[config.mk]
export PLATFORM = sky130hd
export DESIGN_NAME = exseq_top
export DESIGN_NICKNAME = d
export VERILOG_FILES = /design/src/inc/exseq_pkg.sv /design/src/verilog/exseq_top.sv /design/src/verilog/exseq_vector.sv
export VERILOG_INCLUDE_DIRS = /design/src /design/src/inc
export SDC_FILE = /design/constraint.sdc
export NUM_CORES = 1
export LEC_CHECK = 0
export ABC_AREA = 1
export BUFFER_PORTS_ARGS = -buffer_cell sky130_fd_sc_hd__buf_2
export CAP_MARGIN = 20
export CELL_PAD_IN_SITES_DETAIL_PLACEMENT = 1
export CELL_PAD_IN_SITES_GLOBAL_PLACEMENT = 1
export CORE_MARGIN = 4
export CORE_UTILIZATION = 40
export DETAILED_ROUTE_END_ITERATION = 8
export PLACE_DENSITY = 0.89
export REMOVE_ABC_BUFFERS = 1
export SETUP_SLACK_MARGIN = 0.3
export SYNTH_ARGS = -nofsm -noshare
export SYNTH_HDL_FRONTEND = slang
export SYNTH_SLANG_ARGS = --single-unit
[constraint.sdc]
create_clock -name aclk -period 4.7 [get_ports aclk]
set_input_delay 0.705 -clock aclk [delete_from_list [all_inputs] [get_ports aclk]]
set_output_delay 0.705 -clock aclk [all_outputs]
set_load 0.02 [all_outputs]
[src/inc/exseq_defines.svh]
`ifndef EXSEQ_DEFINES_SVH
`define EXSEQ_DEFINES_SVH

// Status word layout and reset value
`define EXSEQ_SR_RST 16'h2700
`define EXSEQ_SR_T1 15
`define EXSEQ_SR_T0 14
`define EXSEQ_SR_S 13
`define EXSEQ_SR_M 12
`define EXSEQ_SR_MASK_HI 10
`define EXSEQ_SR_MASK_LO 8
`define EXSEQ_MASK_MAX 3'h7

// Register byte offsets and bus response codes
`define EXSEQ_OFF_SR 8'h00
`define EXSEQ_OFF_VBR 8'h04
`define EXSEQ_OFF_MSP 8'h08
`define EXSEQ_OFF_ISP 8'h0C
`define EXSEQ_OFF_STAT 8'h10
`define EXSEQ_OFF_NEWPC 8'h14
`define EXSEQ_RESP_OKAY 2'h0
`define EXSEQ_RESP_DECERR 2'h3

// Pending event bit positions
`define EXSEQ_PB_RESET 0
`define EXSEQ_PB_BUSERR 1
`define EXSEQ_PB_ADDR 2
`define EXSEQ_PB_CP 3
`define EXSEQ_PB_INSTR 4
`define EXSEQ_PB_ILL 5
`define EXSEQ_PB_PRIV 6
`define EXSEQ_PB_TRACE 7

// Internally generated vector numbers
`define EXSEQ_VEC_RESET 8'h00
`define EXSEQ_VEC_BUSERR 8'h02
`define EXSEQ_VEC_ADDR 8'h03
`define EXSEQ_VEC_ILL 8'h04
`define EXSEQ_VEC_DIV 8'h05
`define EXSEQ_VEC_BOUNDS 8'h06
`define EXSEQ_VEC_CONDITIONAL_TRAP_INSTRUCTION 8'h07
`define EXSEQ_VEC_PRIV 8'h08
`define EXSEQ_VEC_TRACE 8'h09
`define EXSEQ_VEC_TRAP 8'h20

// Instruction trap kinds
`define EXSEQ_KIND_TRAP 3'h0
`define EXSEQ_KIND_CONDITIONAL_TRAP_INSTRUCTION 3'h1
`define EXSEQ_KIND_OVERFLOW_TRAP_INSTRUCTION 3'h2
`define EXSEQ_KIND_COPROCESSOR_CONDITIONAL_TRAP 3'h3
`define EXSEQ_KIND_BOUNDS 3'h4
`define EXSEQ_KIND_DIV 3'h5

// Coprocessor primitive codes
`define EXSEQ_PRIM_PRIV 3'h1
`define EXSEQ_PRIM_PRE 3'h2
`define EXSEQ_PRIM_MID 3'h3
`define EXSEQ_PRIM_POST 3'h4

// Frame sizes in words and frame format codes
`define EXSEQ_FW_SHORT 4'h4
`define EXSEQ_FW_POST 4'h6
`define EXSEQ_FW_MID 4'hA
`define EXSEQ_FW_MARK 4'h4
`define EXSEQ_FMT_SHORT 4'h0
`define EXSEQ_FMT_MARK 4'h1
`define EXSEQ_FMT_POST 4'h2
`define EXSEQ_FMT_MID 4'h9

`endif

[src/inc/exseq_pkg.sv]
package exseq_pkg;

  typedef enum logic [2:0] {ST_IDLE, ST_SNAP, ST_VECT, ST_PUSH, ST_MARK, ST_FETCH,
    ST_INSN} exseq_state_t;

  typedef enum logic [3:0] {SRC_NONE, SRC_RESET, SRC_BUSERR, SRC_ADDR, SRC_CP, SRC_INSTR,
    SRC_ILL, SRC_PRIV, SRC_TRACE, SRC_IRQ} exseq_src_t;

endpackage

[src/verilog/exseq_top.sv]
// The AXI4-Lite slave port and the register addresses were left to the implementer.
`timescale 1ns/10ps
`include "exseq_defines.svh"

// Functional notes
// - Four ordered steps per exception
// - Snapshot status word before any change
// - Set supervisor bit after snapshot
// - Clear both trace control bits
// - Reset and interrupt also update mask
// - Interrupt vector from acknowledge read cycle
// - Coprocessor supplies vector in its primitive
// - Other exceptions use internal vector numbers
// - Frame size by type and stage
// - Interrupt with M set: marker frame
// - Reset clears M, skips frame
// - M set: tasks master, interrupts interrupt stack
// - Vector address is base plus number times four
// - Read new PC, fetch instruction, resume
// - Interrupt, bus error, reset are external sources
// - Trap style instructions raise exceptions
// - Trace acts as high priority interrupt
// - Illegal, odd fetch, privilege raise exceptions
// - Privilege primitive faults when supervisor clear
// - Coprocessor exception acknowledged then processed
// - Interrupts serviced while coprocessor busy
module exseq_top
(
  input wire logic aclk,
  input wire logic aresetn,
  input wire logic [7:0] awaddr,
  input wire logic awvalid,
  output logic awready,
  input wire logic [31:0] wdata,
  input wire logic [3:0] wstrb,
  input wire logic wvalid,
  output logic wready,
  output logic [1:0] bresp,
  output logic bvalid,
  input wire logic bready,
  input wire logic [7:0] araddr,
  input wire logic arvalid,
  output logic arready,
  output logic [31:0] rdata,
  output logic [1:0] rresp,
  output logic rvalid,
  input wire logic rready,
  input wire logic [2:0] irq_level_pin,
  input wire logic bus_error_pin,
  input wire logic reset_req_pin,
  input wire logic trace_pending,
  input wire logic illegal_op,
  input wire logic odd_fetch,
  input wire logic priv_fault,
  input wire logic instr_exc,
  input wire logic [2:0] instr_kind,
  input wire logic [3:0] trap_num,
  input wire logic [31:0] ret_pc,
  input wire logic [31:0] fault_addr,
  input wire logic cp_resp_valid,
  input wire logic [2:0] cp_prim,
  input wire logic [7:0] cp_vec,
  output logic cp_ack,
  output logic cp_query_hold,
  output logic mem_req,
  output logic mem_we,
  output logic mem_iack,
  output logic [31:0] mem_addr,
  output logic [31:0] mem_wdata,
  input wire logic mem_ack,
  input wire logic [31:0] mem_rdata,
  output logic resume,
  output logic [31:0] new_pc,
  output logic [31:0] first_insn,
  output logic [1:0] exc_step
);

  exseq_pkg::exseq_state_t state;
  exseq_pkg::exseq_src_t src, src_q;
  logic [4:0] pin_s1, pin_s2, pin_s3, pin_clean, pin_prev;
  logic [7:0] pend, pend_set, pend_clr, vec_int, vec_q, cp_vec_q, vec_clr;
  logic [2:0] cp_prim_q, lvl_q, irq_lvl;
  logic [3:0] fw, fmt, fw_q, fmt_q, cnt;
  logic [15:0] sr, sr_snap;
  logic [31:0] vector_base_register, master_stack_pointer, interrupt_stack_pointer, wdata_q, wr_val, wr_cur, push_sp;
  logic [31:0] next_addr, next_wdata;
  logic [7:0] awaddr_q;
  logic [3:0] wstrb_q;
  logic aw_held, w_held, do_wr, wr_ok, sw_ok;
  logic irq_ok, take, is_irq, is_reset, use_msp, m_was, mem_op, mem_step, next_we;

  // Register read view, shared by reads and write merging
  function automatic logic [31:0] reg_rd(input logic [7:0] a);
    case (a)
      `EXSEQ_OFF_SR: reg_rd = {16'h0000, sr};
      `EXSEQ_OFF_VBR: reg_rd = vector_base_register;
      `EXSEQ_OFF_MSP: reg_rd = master_stack_pointer;
      `EXSEQ_OFF_ISP: reg_rd = interrupt_stack_pointer;
      `EXSEQ_OFF_STAT: reg_rd = {state != exseq_pkg::ST_IDLE, 15'h0, cnt, src_q, vec_q};
      `EXSEQ_OFF_NEWPC: reg_rd = new_pc;
      default: reg_rd = 32'h00000000;
    endcase
  endfunction

  function automatic logic reg_hit(input logic [7:0] a);
    reg_hit = (a[1:0] == 2'h0) && (a <= `EXSEQ_OFF_NEWPC);
  endfunction

  // Pins: three stages; a change counts once the last two agree
  always_ff @(posedge aclk)
  begin
    if (!aresetn)
    begin
      pin_s1 <= 5'h00;
      pin_s2 <= 5'h00;
      pin_s3 <= 5'h00;
      pin_clean <= 5'h00;
      pin_prev <= 5'h00;
    end
    else
    begin
      pin_s1 <= {irq_level_pin, bus_error_pin, reset_req_pin};
      pin_s2 <= pin_s1;
      pin_s3 <= pin_s2;
      pin_clean <= (pin_s3 & ~(pin_s2 ^ pin_s3)) | (pin_clean & (pin_s2 ^ pin_s3));
      pin_prev <= pin_clean;
    end
  end

  assign irq_lvl = pin_clean[4:2];
  // Level seven cannot be masked
  assign irq_ok = (irq_lvl > sr[`EXSEQ_SR_MASK_HI:`EXSEQ_SR_MASK_LO]) ||
    (irq_lvl == `EXSEQ_MASK_MAX);

  // Event capture; reset and bus error pins by edge, so a held pin is taken once; other events set pending each cycle they are high
  always_comb
  begin
    pend_set = 8'h00;
    pend_set[`EXSEQ_PB_RESET] = pin_clean[0] && !pin_prev[0];
    pend_set[`EXSEQ_PB_BUSERR] = pin_clean[1] && !pin_prev[1];
    pend_set[`EXSEQ_PB_ADDR] = odd_fetch;
    pend_set[`EXSEQ_PB_CP] = cp_resp_valid && (cp_prim == `EXSEQ_PRIM_PRE ||
      cp_prim == `EXSEQ_PRIM_MID || cp_prim == `EXSEQ_PRIM_POST);
    pend_set[`EXSEQ_PB_INSTR] = instr_exc;
    pend_set[`EXSEQ_PB_ILL] = illegal_op;
    pend_set[`EXSEQ_PB_PRIV] = priv_fault || (cp_resp_valid &&
      cp_prim == `EXSEQ_PRIM_PRIV && !sr[`EXSEQ_SR_S]);
    pend_set[`EXSEQ_PB_TRACE] = trace_pending;
  end

  // Set wins over the clear of the same cycle
  always_ff @(posedge aclk)
  begin
    if (!aresetn)
      pend <= 8'h00;
    else
      pend <= (pend & ~pend_clr) | pend_set;
  end

  // Coprocessor vector and stage kept until the exception is taken
  always_ff @(posedge aclk)
  begin
    if (!aresetn)
    begin
      cp_vec_q <= 8'h00;
      cp_prim_q <= 3'h0;
    end
    else if (pend_set[`EXSEQ_PB_CP])
    begin
      cp_vec_q <= cp_vec;
      cp_prim_q <= cp_prim;
    end
  end

  exseq_vector u_vector
  (
    .pend(pend),
    .irq_ok(irq_ok),
    .instr_kind(instr_kind),
    .trap_num(trap_num),
    .cp_vec(cp_vec_q),
    .cp_prim(cp_prim_q),
    .src(src),
    .vec(vec_int),
    .fw(fw),
    .fmt(fmt),
    .clr(vec_clr)
  );

  // Interrupts are taken in idle even mid coprocessor wait
  assign take = (state == exseq_pkg::ST_IDLE) && (src != exseq_pkg::SRC_NONE);
  assign pend_clr = take ? vec_clr : 8'h00;
  assign is_irq = (src_q == exseq_pkg::SRC_IRQ);
  assign is_reset = (src_q == exseq_pkg::SRC_RESET);
  assign cp_query_hold = (state != exseq_pkg::ST_IDLE);
  assign mem_step = mem_req && mem_ack;

  // Sequencer proper
  always_ff @(posedge aclk)
  begin
    if (!aresetn)
    begin
      state <= exseq_pkg::ST_IDLE;
      src_q <= exseq_pkg::SRC_NONE;
      vec_q <= 8'h00;
      fw_q <= 4'h0;
      fmt_q <= 4'h0;
      cnt <= 4'h0;
      lvl_q <= 3'h0;
      use_msp <= 1'b0;
      m_was <= 1'b0;
      sr_snap <= 16'h0000;
      new_pc <= 32'h00000000;
      first_insn <= 32'h00000000;
      resume <= 1'b0;
      cp_ack <= 1'b0;
    end
    else
    begin
      resume <= 1'b0;
      cp_ack <= 1'b0;
      unique case (state)
        exseq_pkg::ST_IDLE:
          if (take)
          begin
            src_q <= src;
            vec_q <= vec_int;
            fw_q <= fw;
            fmt_q <= fmt;
            lvl_q <= irq_lvl;
            cp_ack <= (src == exseq_pkg::SRC_CP);
            state <= exseq_pkg::ST_SNAP;
          end
        exseq_pkg::ST_SNAP:
        begin
          sr_snap <= sr;
          use_msp <= sr[`EXSEQ_SR_M] && !is_irq;
          m_was <= sr[`EXSEQ_SR_M] && is_irq;
          cnt <= fw_q - 4'h1;
          // Reset goes straight to its vector
          state <= is_reset ? exseq_pkg::ST_FETCH : exseq_pkg::ST_VECT;
        end
        exseq_pkg::ST_VECT:
          if (!is_irq)
            state <= exseq_pkg::ST_PUSH;
          else if (mem_step)
          begin
            vec_q <= mem_rdata[7:0];
            state <= exseq_pkg::ST_PUSH;
          end
        exseq_pkg::ST_PUSH:
          if (mem_step)
          begin
            if (cnt != 4'h0)
              cnt <= cnt - 4'h1;
            else if (m_was)
            begin
              cnt <= `EXSEQ_FW_MARK - 4'h1;
              state <= exseq_pkg::ST_MARK;
            end
            else
              state <= exseq_pkg::ST_FETCH;
          end
        exseq_pkg::ST_MARK:
          if (mem_step)
          begin
            if (cnt != 4'h0)
              cnt <= cnt - 4'h1;
            else
              state <= exseq_pkg::ST_FETCH;
          end
        exseq_pkg::ST_FETCH:
          if (mem_step)
          begin
            new_pc <= mem_rdata;
            state <= exseq_pkg::ST_INSN;
          end
        exseq_pkg::ST_INSN:
          if (mem_step)
          begin
            first_insn <= mem_rdata;
            resume <= 1'b1;
            state <= exseq_pkg::ST_IDLE;
          end
        default: state <= exseq_pkg::ST_IDLE; // Three-bit code has an unused value
      endcase
    end
  end

  // Step shown to the pipeline: 0 status, 1 vector, 2 stack, 3 fetch
  always_comb
  begin
    unique case (state)
      exseq_pkg::ST_VECT: exc_step = 2'h1;
      exseq_pkg::ST_PUSH, exseq_pkg::ST_MARK: exc_step = 2'h2;
      exseq_pkg::ST_FETCH, exseq_pkg::ST_INSN: exc_step = 2'h3;
      default: exc_step = 2'h0;
    endcase
  end

  // Address, data and direction of the bus cycle each state needs
  assign push_sp = (state == exseq_pkg::ST_MARK || use_msp) ? master_stack_pointer : interrupt_stack_pointer;
  always_comb
  begin
    mem_op = 1'b1;
    next_we = 1'b0;
    next_addr = push_sp - 32'h00000004;
    next_wdata = 32'h00000000;
    unique case (state)
      exseq_pkg::ST_VECT:
      begin
        mem_op = is_irq;
        next_addr = {29'h0, lvl_q};
      end
      exseq_pkg::ST_PUSH, exseq_pkg::ST_MARK:
      begin
        next_we = 1'b1;
        // Word 0 lands lowest: format, vector offset, saved status
        if (cnt == 4'h0)
          next_wdata = {(state == exseq_pkg::ST_MARK) ? `EXSEQ_FMT_MARK : fmt_q, 2'h0,
            vec_q, 2'h0, sr_snap};
        else if (cnt == 4'h1)
          next_wdata = ret_pc;
        else
          next_wdata = fault_addr;
      end
      exseq_pkg::ST_FETCH: next_addr = vector_base_register + {22'h0, vec_q, 2'h0};
      exseq_pkg::ST_INSN: next_addr = new_pc;
      default: mem_op = 1'b0;
    endcase
  end

  // One outstanding cycle; request held until acknowledged
  always_ff @(posedge aclk)
  begin
    if (!aresetn)
    begin
      mem_req <= 1'b0;
      mem_we <= 1'b0;
      mem_iack <= 1'b0;
      mem_addr <= 32'h00000000;
      mem_wdata <= 32'h00000000;
    end
    else if (mem_step)
    begin
      mem_req <= 1'b0;
      mem_iack <= 1'b0;
    end
    else if (mem_op && !mem_req)
    begin
      mem_req <= 1'b1;
      mem_we <= next_we;
      mem_iack <= (state == exseq_pkg::ST_VECT);
      mem_addr <= next_addr;
      mem_wdata <= next_wdata;
    end
  end

  // Software may only change state while no exception is in flight
  assign do_wr = aw_held && w_held && !bvalid;
  assign sw_ok = (state == exseq_pkg::ST_IDLE);
  assign wr_ok = do_wr && sw_ok;
  // Strobed bytes merge into the current value; a process so register changes are seen
  always_comb
  begin
    wr_cur = reg_rd(awaddr_q);
    wr_val = {wstrb_q[3] ? wdata_q[31:24] : wr_cur[31:24],
      wstrb_q[2] ? wdata_q[23:16] : wr_cur[23:16],
      wstrb_q[1] ? wdata_q[15:8] : wr_cur[15:8],
      wstrb_q[0] ? wdata_q[7:0] : wr_cur[7:0]};
  end

  // Status word: entry changes take priority over software
  always_ff @(posedge aclk)
  begin
    if (!aresetn)
      sr <= `EXSEQ_SR_RST;
    else if (state == exseq_pkg::ST_SNAP)
    begin
      sr[`EXSEQ_SR_S] <= 1'b1;
      sr[`EXSEQ_SR_T1] <= 1'b0;
      sr[`EXSEQ_SR_T0] <= 1'b0;
      if (is_irq)
      begin
        sr[`EXSEQ_SR_MASK_HI:`EXSEQ_SR_MASK_LO] <= lvl_q;
        sr[`EXSEQ_SR_M] <= 1'b0;
      end
      else if (is_reset)
      begin
        sr[`EXSEQ_SR_MASK_HI:`EXSEQ_SR_MASK_LO] <= `EXSEQ_MASK_MAX;
        sr[`EXSEQ_SR_M] <= 1'b0;
      end
    end
    else if (wr_ok && awaddr_q == `EXSEQ_OFF_SR)
      sr <= wr_val[15:0];
  end

  // Stack pointers and vector base
  always_ff @(posedge aclk)
  begin
    if (!aresetn)
    begin
      vector_base_register <= 32'h00000000;
      master_stack_pointer <= 32'h00000000;
      interrupt_stack_pointer <= 32'h00000000;
    end
    else if (mem_step && (state == exseq_pkg::ST_PUSH || state == exseq_pkg::ST_MARK))
    begin
      if (state == exseq_pkg::ST_MARK || use_msp)
        master_stack_pointer <= master_stack_pointer - 32'h00000004;
      else
        interrupt_stack_pointer <= interrupt_stack_pointer - 32'h00000004;
    end
    else if (wr_ok)
    begin
      if (awaddr_q == `EXSEQ_OFF_VBR)
        vector_base_register <= wr_val;
      if (awaddr_q == `EXSEQ_OFF_MSP)
        master_stack_pointer <= wr_val;
      if (awaddr_q == `EXSEQ_OFF_ISP)
        interrupt_stack_pointer <= wr_val;
    end
  end

  // Bus slave: address and data taken in either order
  assign awready = !aw_held;
  assign wready = !w_held;
  assign arready = !rvalid;
  always_ff @(posedge aclk)
  begin
    if (!aresetn)
    begin
      aw_held <= 1'b0;
      w_held <= 1'b0;
      awaddr_q <= 8'h00;
      wdata_q <= 32'h00000000;
      wstrb_q <= 4'h0;
      bvalid <= 1'b0;
      bresp <= `EXSEQ_RESP_OKAY;
    end
    else
    begin
      if (awvalid && awready)
      begin
        aw_held <= 1'b1;
        awaddr_q <= awaddr;
      end
      if (wvalid && wready)
      begin
        w_held <= 1'b1;
        wdata_q <= wdata;
        wstrb_q <= wstrb;
      end
      if (do_wr)
      begin
        aw_held <= 1'b0;
        w_held <= 1'b0;
        bvalid <= 1'b1;
        bresp <= reg_hit(awaddr_q) ? `EXSEQ_RESP_OKAY : `EXSEQ_RESP_DECERR;
      end
      else if (bvalid && bready)
        bvalid <= 1'b0;
    end
  end

  always_ff @(posedge aclk)
  begin
    if (!aresetn)
    begin
      rvalid <= 1'b0;
      rdata <= 32'h00000000;
      rresp <= `EXSEQ_RESP_OKAY;
    end
    else if (arvalid && arready)
    begin
      rvalid <= 1'b1;
      rdata <= reg_rd(araddr);
      rresp <= reg_hit(araddr) ? `EXSEQ_RESP_OKAY : `EXSEQ_RESP_DECERR;
    end
    else if (rready)
      rvalid <= 1'b0;
  end
endmodule

[src/verilog/exseq_vector.sv]
`timescale 1ns/10ps
`include "exseq_defines.svh"

module exseq_vector
(
  input wire logic [7:0] pend,
  input wire logic irq_ok,
  input wire logic [2:0] instr_kind,
  input wire logic [3:0] trap_num,
  input wire logic [7:0] cp_vec,
  input wire logic [2:0] cp_prim,
  output exseq_pkg::exseq_src_t src,
  output logic [7:0] vec,
  output logic [3:0] fw,
  output logic [3:0] fmt,
  output logic [7:0] clr
);

  // Fixed priority, reset first, interrupts last
  always_comb
  begin
    src = exseq_pkg::SRC_NONE;
    vec = `EXSEQ_VEC_RESET;
    fw = `EXSEQ_FW_SHORT;
    fmt = `EXSEQ_FMT_SHORT;
    clr = 8'h00;
    if (pend[`EXSEQ_PB_RESET])
    begin
      src = exseq_pkg::SRC_RESET;
      clr[`EXSEQ_PB_RESET] = 1'b1;
    end
    else if (pend[`EXSEQ_PB_BUSERR])
    begin
      src = exseq_pkg::SRC_BUSERR;
      vec = `EXSEQ_VEC_BUSERR;
      fw = `EXSEQ_FW_MID;
      fmt = `EXSEQ_FMT_MID;
      clr[`EXSEQ_PB_BUSERR] = 1'b1;
    end
    else if (pend[`EXSEQ_PB_ADDR])
    begin
      src = exseq_pkg::SRC_ADDR;
      vec = `EXSEQ_VEC_ADDR;
      fw = `EXSEQ_FW_MID;
      fmt = `EXSEQ_FMT_MID;
      clr[`EXSEQ_PB_ADDR] = 1'b1;
    end
    else if (pend[`EXSEQ_PB_CP])
    begin
      src = exseq_pkg::SRC_CP;
      vec = cp_vec;
      clr[`EXSEQ_PB_CP] = 1'b1;
      // Frame depth follows where the coprocessor stopped
      if (cp_prim == `EXSEQ_PRIM_MID)
      begin
        fw = `EXSEQ_FW_MID;
        fmt = `EXSEQ_FMT_MID;
      end
      else if (cp_prim == `EXSEQ_PRIM_POST)
      begin
        fw = `EXSEQ_FW_POST;
        fmt = `EXSEQ_FMT_POST;
      end
    end
    else if (pend[`EXSEQ_PB_INSTR])
    begin
      src = exseq_pkg::SRC_INSTR;
      clr[`EXSEQ_PB_INSTR] = 1'b1;
      fw = `EXSEQ_FW_POST;
      fmt = `EXSEQ_FMT_POST;
      case (instr_kind)
        `EXSEQ_KIND_TRAP:
        begin
          vec = `EXSEQ_VEC_TRAP | {4'h0, trap_num};
          fw = `EXSEQ_FW_SHORT;
          fmt = `EXSEQ_FMT_SHORT;
        end
        `EXSEQ_KIND_BOUNDS: vec = `EXSEQ_VEC_BOUNDS;
        `EXSEQ_KIND_DIV: vec = `EXSEQ_VEC_DIV;
        default: vec = `EXSEQ_VEC_CONDITIONAL_TRAP_INSTRUCTION; // Conditional, overflow, coprocessor traps
      endcase
    end
    else if (pend[`EXSEQ_PB_ILL])
    begin
      src = exseq_pkg::SRC_ILL;
      vec = `EXSEQ_VEC_ILL;
      clr[`EXSEQ_PB_ILL] = 1'b1;
    end
    else if (pend[`EXSEQ_PB_PRIV])
    begin
      src = exseq_pkg::SRC_PRIV;
      vec = `EXSEQ_VEC_PRIV;
      clr[`EXSEQ_PB_PRIV] = 1'b1;
    end
    else if (pend[`EXSEQ_PB_TRACE])
    begin
      src = exseq_pkg::SRC_TRACE;
      vec = `EXSEQ_VEC_TRACE;
      fw = `EXSEQ_FW_POST;
      fmt = `EXSEQ_FMT_POST;
      clr[`EXSEQ_PB_TRACE] = 1'b1;
    end
    else if (irq_ok)
    begin
      src = exseq_pkg::SRC_IRQ;
    end
  end

endmodule

# Word level (Yosys, flattened, before mapping)
# Index checks and enable logic that the tools add are counted.
[op_classes]
n_reduce_logical = 74
magnitude_cmp = 3
eq_ne = 44
n_mux = 115
add_sub_neg = 6
bitwise = 12
[ops]
columns = ["operator", "count"]
rows = [
  ["two-way mux 32 bit", 12],
  ["case mux 32 bit (6 select lines)", 2],
  ["two-way mux 4 bit", 33],
  ["two-way mux 8 bit", 15],
  ["case mux 32 bit (3 select lines)", 1],
  ["subtractor 32 x 3 -> 32 bit, second input constant", 3],
  ["two-way mux 3 bit", 14],
  ["adder 32 x 10 -> 32 bit", 1],
  ["== test 8 x 4 -> 1 bit, second input constant", 4],
  ["== test 8 x 5 -> 1 bit, second input constant", 4],
  ["== test 3 bit, second input constant", 8],
  ["inequality test 2 bit, second input constant", 11],
  ["logical AND 1 bit", 21],
  ["case mux 3 bit (7 select lines)", 1],
  ["two-way mux 1 bit", 19],
  ["two-way mux 2 bit", 9],
  ["case mux 6 bit (3 select lines)", 1],
  ["== test 8 x 3 -> 1 bit, second input constant", 2],
  ["less-or-equal comparator 8 x 5 -> 1 bit, second input constant", 2],
  ["logical NOT 8 bit", 2],
  ["case mux 8 bit (2 select lines)", 1],
  ["== test 3 x 2 -> 1 bit, second input constant", 5],
  ["AND reduction 2 bit", 7],
  ["nonzero test 2 bit", 7],
  ["other kinds (36)", 69],
]
[totals]
ff_bits = 418
out_inout_bits = 177

# Depth between registers and ports, before layout
[depth]
depth_word = 17
mapped_depth = 18

# Cells and area by module
# Synthesis repeated with hierarchy kept, for this count alone.
[unflattened]
hier_cells = 3611
area_unflattened_um2 = 23231.0
[modules_own_cells]
columns = ["module", "cells_each", "area_per_inst_um2", "n_inst"]
rows = [
  ["exseq_top", 3520, 22763.1, 1],
  ["exseq_vector", 91, 467.9, 1],
]

# Worst setup path before layout
# OpenSTA, ideal clock, no wires.
[synth_path]
kind = "input-to-reg"
from = "in araddr[0]"
to = "reg rdata[11]"
path_stages = 10
required_ns = 4.642
n_path_buf = 1
t_arrival_ns = 2.056
setup_time_ns = 0.058
setup_slack_ns = 2.586
path_cell_list = "inv_1 nand2_1 inv_1 nand2_1 nor4_1 buf_2 a21oi_1 nand2_1 o211ai_1 inv_1"
[synth_between]
elab_chain_cells = 2
[synth_rtl]
columns = ["element", "line", "rtl"]
rows = [
  ["start: declaration", "exseq_top.sv:41", "input wire logic [7:0] araddr,"],
  ["== test 8 x 5 -> 1 bit, or another cell as far along", "exseq_top.sv:94", "case (a)"],
  ["case mux 32 bit (6 select lines) *", "exseq_top.sv:94", ""],
  ["end signal: assignment", "exseq_top.sv:477", "rdata <= reg_rd(araddr);"],
  ["end: declaration", "exseq_top.sv:44", "output logic [31:0] rdata,"],
]
# Mark *: on every way between the ends. The rest lies on a longest branch, timed or not.
# A chain may end at the register's enable or synchronous reset.

# Worst setup path after layout
[layout_path]
from = "reg state[2]"
to = "reg mem_wdata[9]"
[layout_between]
elab_chain_cells = 5
[layout_rtl]
columns = ["element", "line", "rtl"]
rows = [
  ["start: declaration", "exseq_top.sv:78", "exseq_pkg::exseq_state_t state;"],
  ["start signal: assignment", "exseq_top.sv:203", "state <= exseq_pkg::ST_IDLE;"],
  ["start signal: assignment", "exseq_top.sv:232", "state <= exseq_pkg::ST_SNAP;"],
  ["start signal: assignment", "exseq_top.sv:241", "state <= is_reset ? exseq_pkg::ST_FETCH : exseq_pkg::ST_VECT;"],
  ["== test 3 bit or == test 3 x 2 -> 1 bit (tied branches)", "exseq_top.sv:309", "unique case (state)"],
  ["OR reduction 4 bit (no line)", "-", ""],
  ["case mux 1 bit (2 select lines)", "exseq_top.sv:309", ""],
  ["logical AND 1 bit", "exseq_top.sv:349", "else if (mem_op && !mem_req)"],
  ["AND reduction 2 bit (no line)", "-", ""],
  ["end signal: assignment", "exseq_top.sv:355", "mem_wdata <= next_wdata;"],
  ["end: declaration", "exseq_top.sv:69", "output logic [31:0] mem_wdata,"],
]
# Several ways; a longest one is shown, not always the timed one.

==> results_dict.tcl <==
set metrics [dict create \
    outcome "completed" \
    cts-root-to-sink-buffers 3 \
    finalWeightedCongestion 1.04 \
    max_cap_violations 0 \
    finalSetupViolations 0 \
    finalNetCount 4123 \
    clock-sinks 412 \
    timing.hold.worst.class "primary input to flop" \
    post_cts_resize_count 0 \
    slew_headroom_pct 32.0 \
    cts_setup_buffers 0 \
    floorplan.initialDensity_pct 40.7 \
    total_leakage_power_nw 13.5 \
    achievable-frequency_mhz 299 \
    routed_via_density 5.88 \
    critPathLaunchType "flop" \
    fp.dieH_um 248 \
    first_global_vias 27379 \
    fillerInstances 7671 \
    overflow 0 \
    synth_xor_area_share_pct 1.25 \
    worst_slack_ns 1.35 \
    rows 87 \
    fin_worst_skew_ns 0.0336 \
    final-max-slew-violation-count 0 \
    chipWidth_um 248 \
    cts.root.buffer_cell "clkbuf_16" \
    htree_num_levels 2 \
    grt_use_total_pct 34.9 \
    dieArea_um2 61600 \
    postRouteAntennaNets 0 \
    timing.final.hold_violations 0 \
    area_delta_synth_final_pct 16.9 \
    pwr_density_cell_nw_per_um2 528 \
    rsz0062_at_grt "no" \
    dpl_cell_area_um2 25300 \
    synth-seq-cells 412 \
    synth_compound_gate_area_share_pct 21.3 \
    io_buffers 361 \
    endpoint_arrival_time_on_the_critical_path_ns 3.87 \
    criticalPathCategory "flop to flop" \
    via_count 27706 \
    firstDrtPassIters 5 \
    post_synth_inst_count 3656 \
    clk_pin_slew_ns 0.07 \
    drcViolationCount 0 \
    worstPathMaxFanout 44 \
    synthMuxAreaShare_pct 0 \
    initial_antenna_violation_count 5 \
    postCtsHoldBufs 0 \
    grt_pass1_wl_um 166000 \
    cp_data_required_time_ns 5.22 \
    maximum_number_of_pins_on_one_net_before_global_route_repair 169 \
    preCtsSetupSlack_ns 1.59 \
    synth_adder_area_share_pct 1.06 \
    stdcell_area_um2 27000 \
    worstSkewPairLatency_ns 0.63 \
    totalNegativeSetupSlack_ns 0 \
    synth-simple-area-share_pct 30.2 \
    synthesis.area_per_instance_um2 6.31 \
    drt_iter0_drc 3120 \
    ioPinCount 362 \
    tritoncts "done" \
    synth_enable_flop_cells 0 \
    share_of_the_clock_period_used_by_the_worst_path_pct 71.2 \
    netlist_area_before_placement_um2 23100 \
    num_cts_buffers 47 \
    wirelength_um 112000 \
    drt-wirelength-per-cell_um 23.8 \
    fraction_of_final_layout_cells_sized_beyond_drive_strength_1_pct 13.9 \
    dp_hpwl_um 82100 \
    ys_async_sr_fraction_pct 0 \
    synthFlopType "dfxtp_1" \
    synth.yosys.warnings 0 \
    multiInputGateArea_um2 12400 \
    design.core.area_um2 56700 \
    worst_slew_pin_slew_ns 1.02 \
    share_of_synthesized_area_occupied_by_flip_flops_and_latches_pct 35.7 \
    ys_types 51 \
    ff_latch_area_um2 8250 \
    end_kind "flop" \
    combinational_family_with_the_most_area_after_synthesis "simple AND/OR/NAND/NOR gates" \
    min_period_ns 3.35 \
    power.ir.vdd_worst_mv 0.338 \
]
==> per-layer routing <==
layer	GRT usage, %	vias to the layer above	share of wire [%]
met2	53.0	1564	42
met3	12.2	411	13
li1	-	12488	-
met4	17.0	4	6.0
met5	0	-	0.020
met1	44.4	13239	39
==> registers in the layout, summed over array words and instances, names as in the netlist, 32 cells and up, named ones only <==
signal / count
first_insn: 32
interrupt_stack_pointer: 32
master_stack_pointer: 32
mem_addr: 32
mem_wdata: 32
new_pc: 32
rdata: 32
vector_base_register: 32
wdata_q: 32
==> critical path, stage by stage (launching register included) <==
cell and delay, ns:
dfxtp_1 0.58, nand3_1 0.51, nand2_1 0.21, inv_1 0.07, nand3_1 0.15, inv_2 0.08
nor2_8 0.09, buf_4 0.48, nand2_1 0.21, inv_2 0.42, o211ai_1 0.20, a21oi_1 0.21
==> through the flow <==
step	instances	util, %	hold slack, ns	total power, mW
6_report	4712	47.6	0.262	14.3
5_1_grt	4711	47.6	0.269	15.0
4_1_cts	4708	47.5	0.247	14.1
3_5_place_dp	4624	44.7	0.408	10.2
3_3_place_gp	4623	44.6	0.399	10.1
2_1_floorplan	3466	-	0.390	8.02
==> report_power, final <==
group / leakage, nW / internal [mW] / switching, mW
clock: 0.775 / 2.21 / 1.71
sequential: 3.35 / 3.90 / 0.390
combinational: 9.35 / 1.70 / 4.36
==> cell usage after synthesis (7+ instances only) <==
master       n  area [um2]
nand2_1    858        3220
a31oi_1     13        81.3
o211ai_1    46         345
o22ai_1     81         507
a211oi_1    16         120
xor2_1      31         272
a22oi_1      9        67.6
o2111ai_1   13         114
dfxtp_1    412        8250
inv_1      398        1490
buf_1       15        56.3
clkbuf_1   124         465
nor3_1      25         125
inv_2        9        33.8
buf_6        7        78.8
a21oi_1    329        1650
nand4_1     26         163
o21ai_0    352        1760
nor2_1     497        1870
nand3_1    238        1190
ha_1        18         225
o21ai_1      8        40.0
nand2_2      8        50.1
buf_4       11        82.6
buf_2       31         155
nor2_2      20         125
==> area by class of cell <==
type                            instances  area share [%]
Inverter                              413            5.75
Timing Repair Buffer                  404            8.20
Clock inverter                         25            1.13
Multi-Input combinational cell       2641            46.0
Tap cell                              756            3.51
Antenna cell                            2          0.0185
Sequential cell                       412            30.6
Clock buffer                           59            4.82
==> placed cells by master, fill, tap and decap left out, drive strengths merged, types with 5 or more instances in the layout <==
cell type / netlist / layout
nor4: 5 / 5
a31oi: 13 / 13
nand3: 238 / 238
dfxtp: 412 / 412
nor3: 25 / 25
o21ai: 366 / 366
o22ai: 81 / 81
buf: 66 / 404
o2111ai: 13 / 13
clkbuf: 124 / 59
a211oi: 16 / 16
nand4: 27 / 27
ha: 18 / 18
nand2: 869 / 869
clkinv: 6 / 18
inv: 407 / 411
a21oi: 332 / 332
xor2: 31 / 31
nor2: 522 / 522
o211ai: 46 / 46
a22oi: 9 / 9
clkinvlp: 0 / 5
==> logic make-up (layout without fill, tap and decap cells) <==
| kind of cell | Yosys count | after routing |
|---|---|---|
| compound gates | 894 | 894 |
| xor+xnor | 33 | 33 |
| fa+ha+maj | 19 | 19 |
| buf+inv | 603 | 901 |
| flops | 412 | 412 |
| other cells | 0 | 2 |
| simple gates | 1695 | 1695 |
==> worst paths after layout <==
kind / from / end / slack, ns / cells past startpoint
setup reg to reg: state[2]$_SDFFE_PN0P_ / mem_wdata[9]$_SDFFE_PN0P_ / 1.35 / 11
setup / recovery: state[2]$_SDFFE_PN0P_ / mem_wdata[9]$_SDFFE_PN0P_ / 1.35 / 11
hold reg to reg: pin_s1[1]$_SDFF_PN0_ / pin_s2[1]$_SDFF_PN0_ / 0.42 / 2
hold / removal: reset_req_pin / pin_s1[0]$_SDFF_PN0_ / 0.26 / 3
Power figures use the tool's default switching activity.
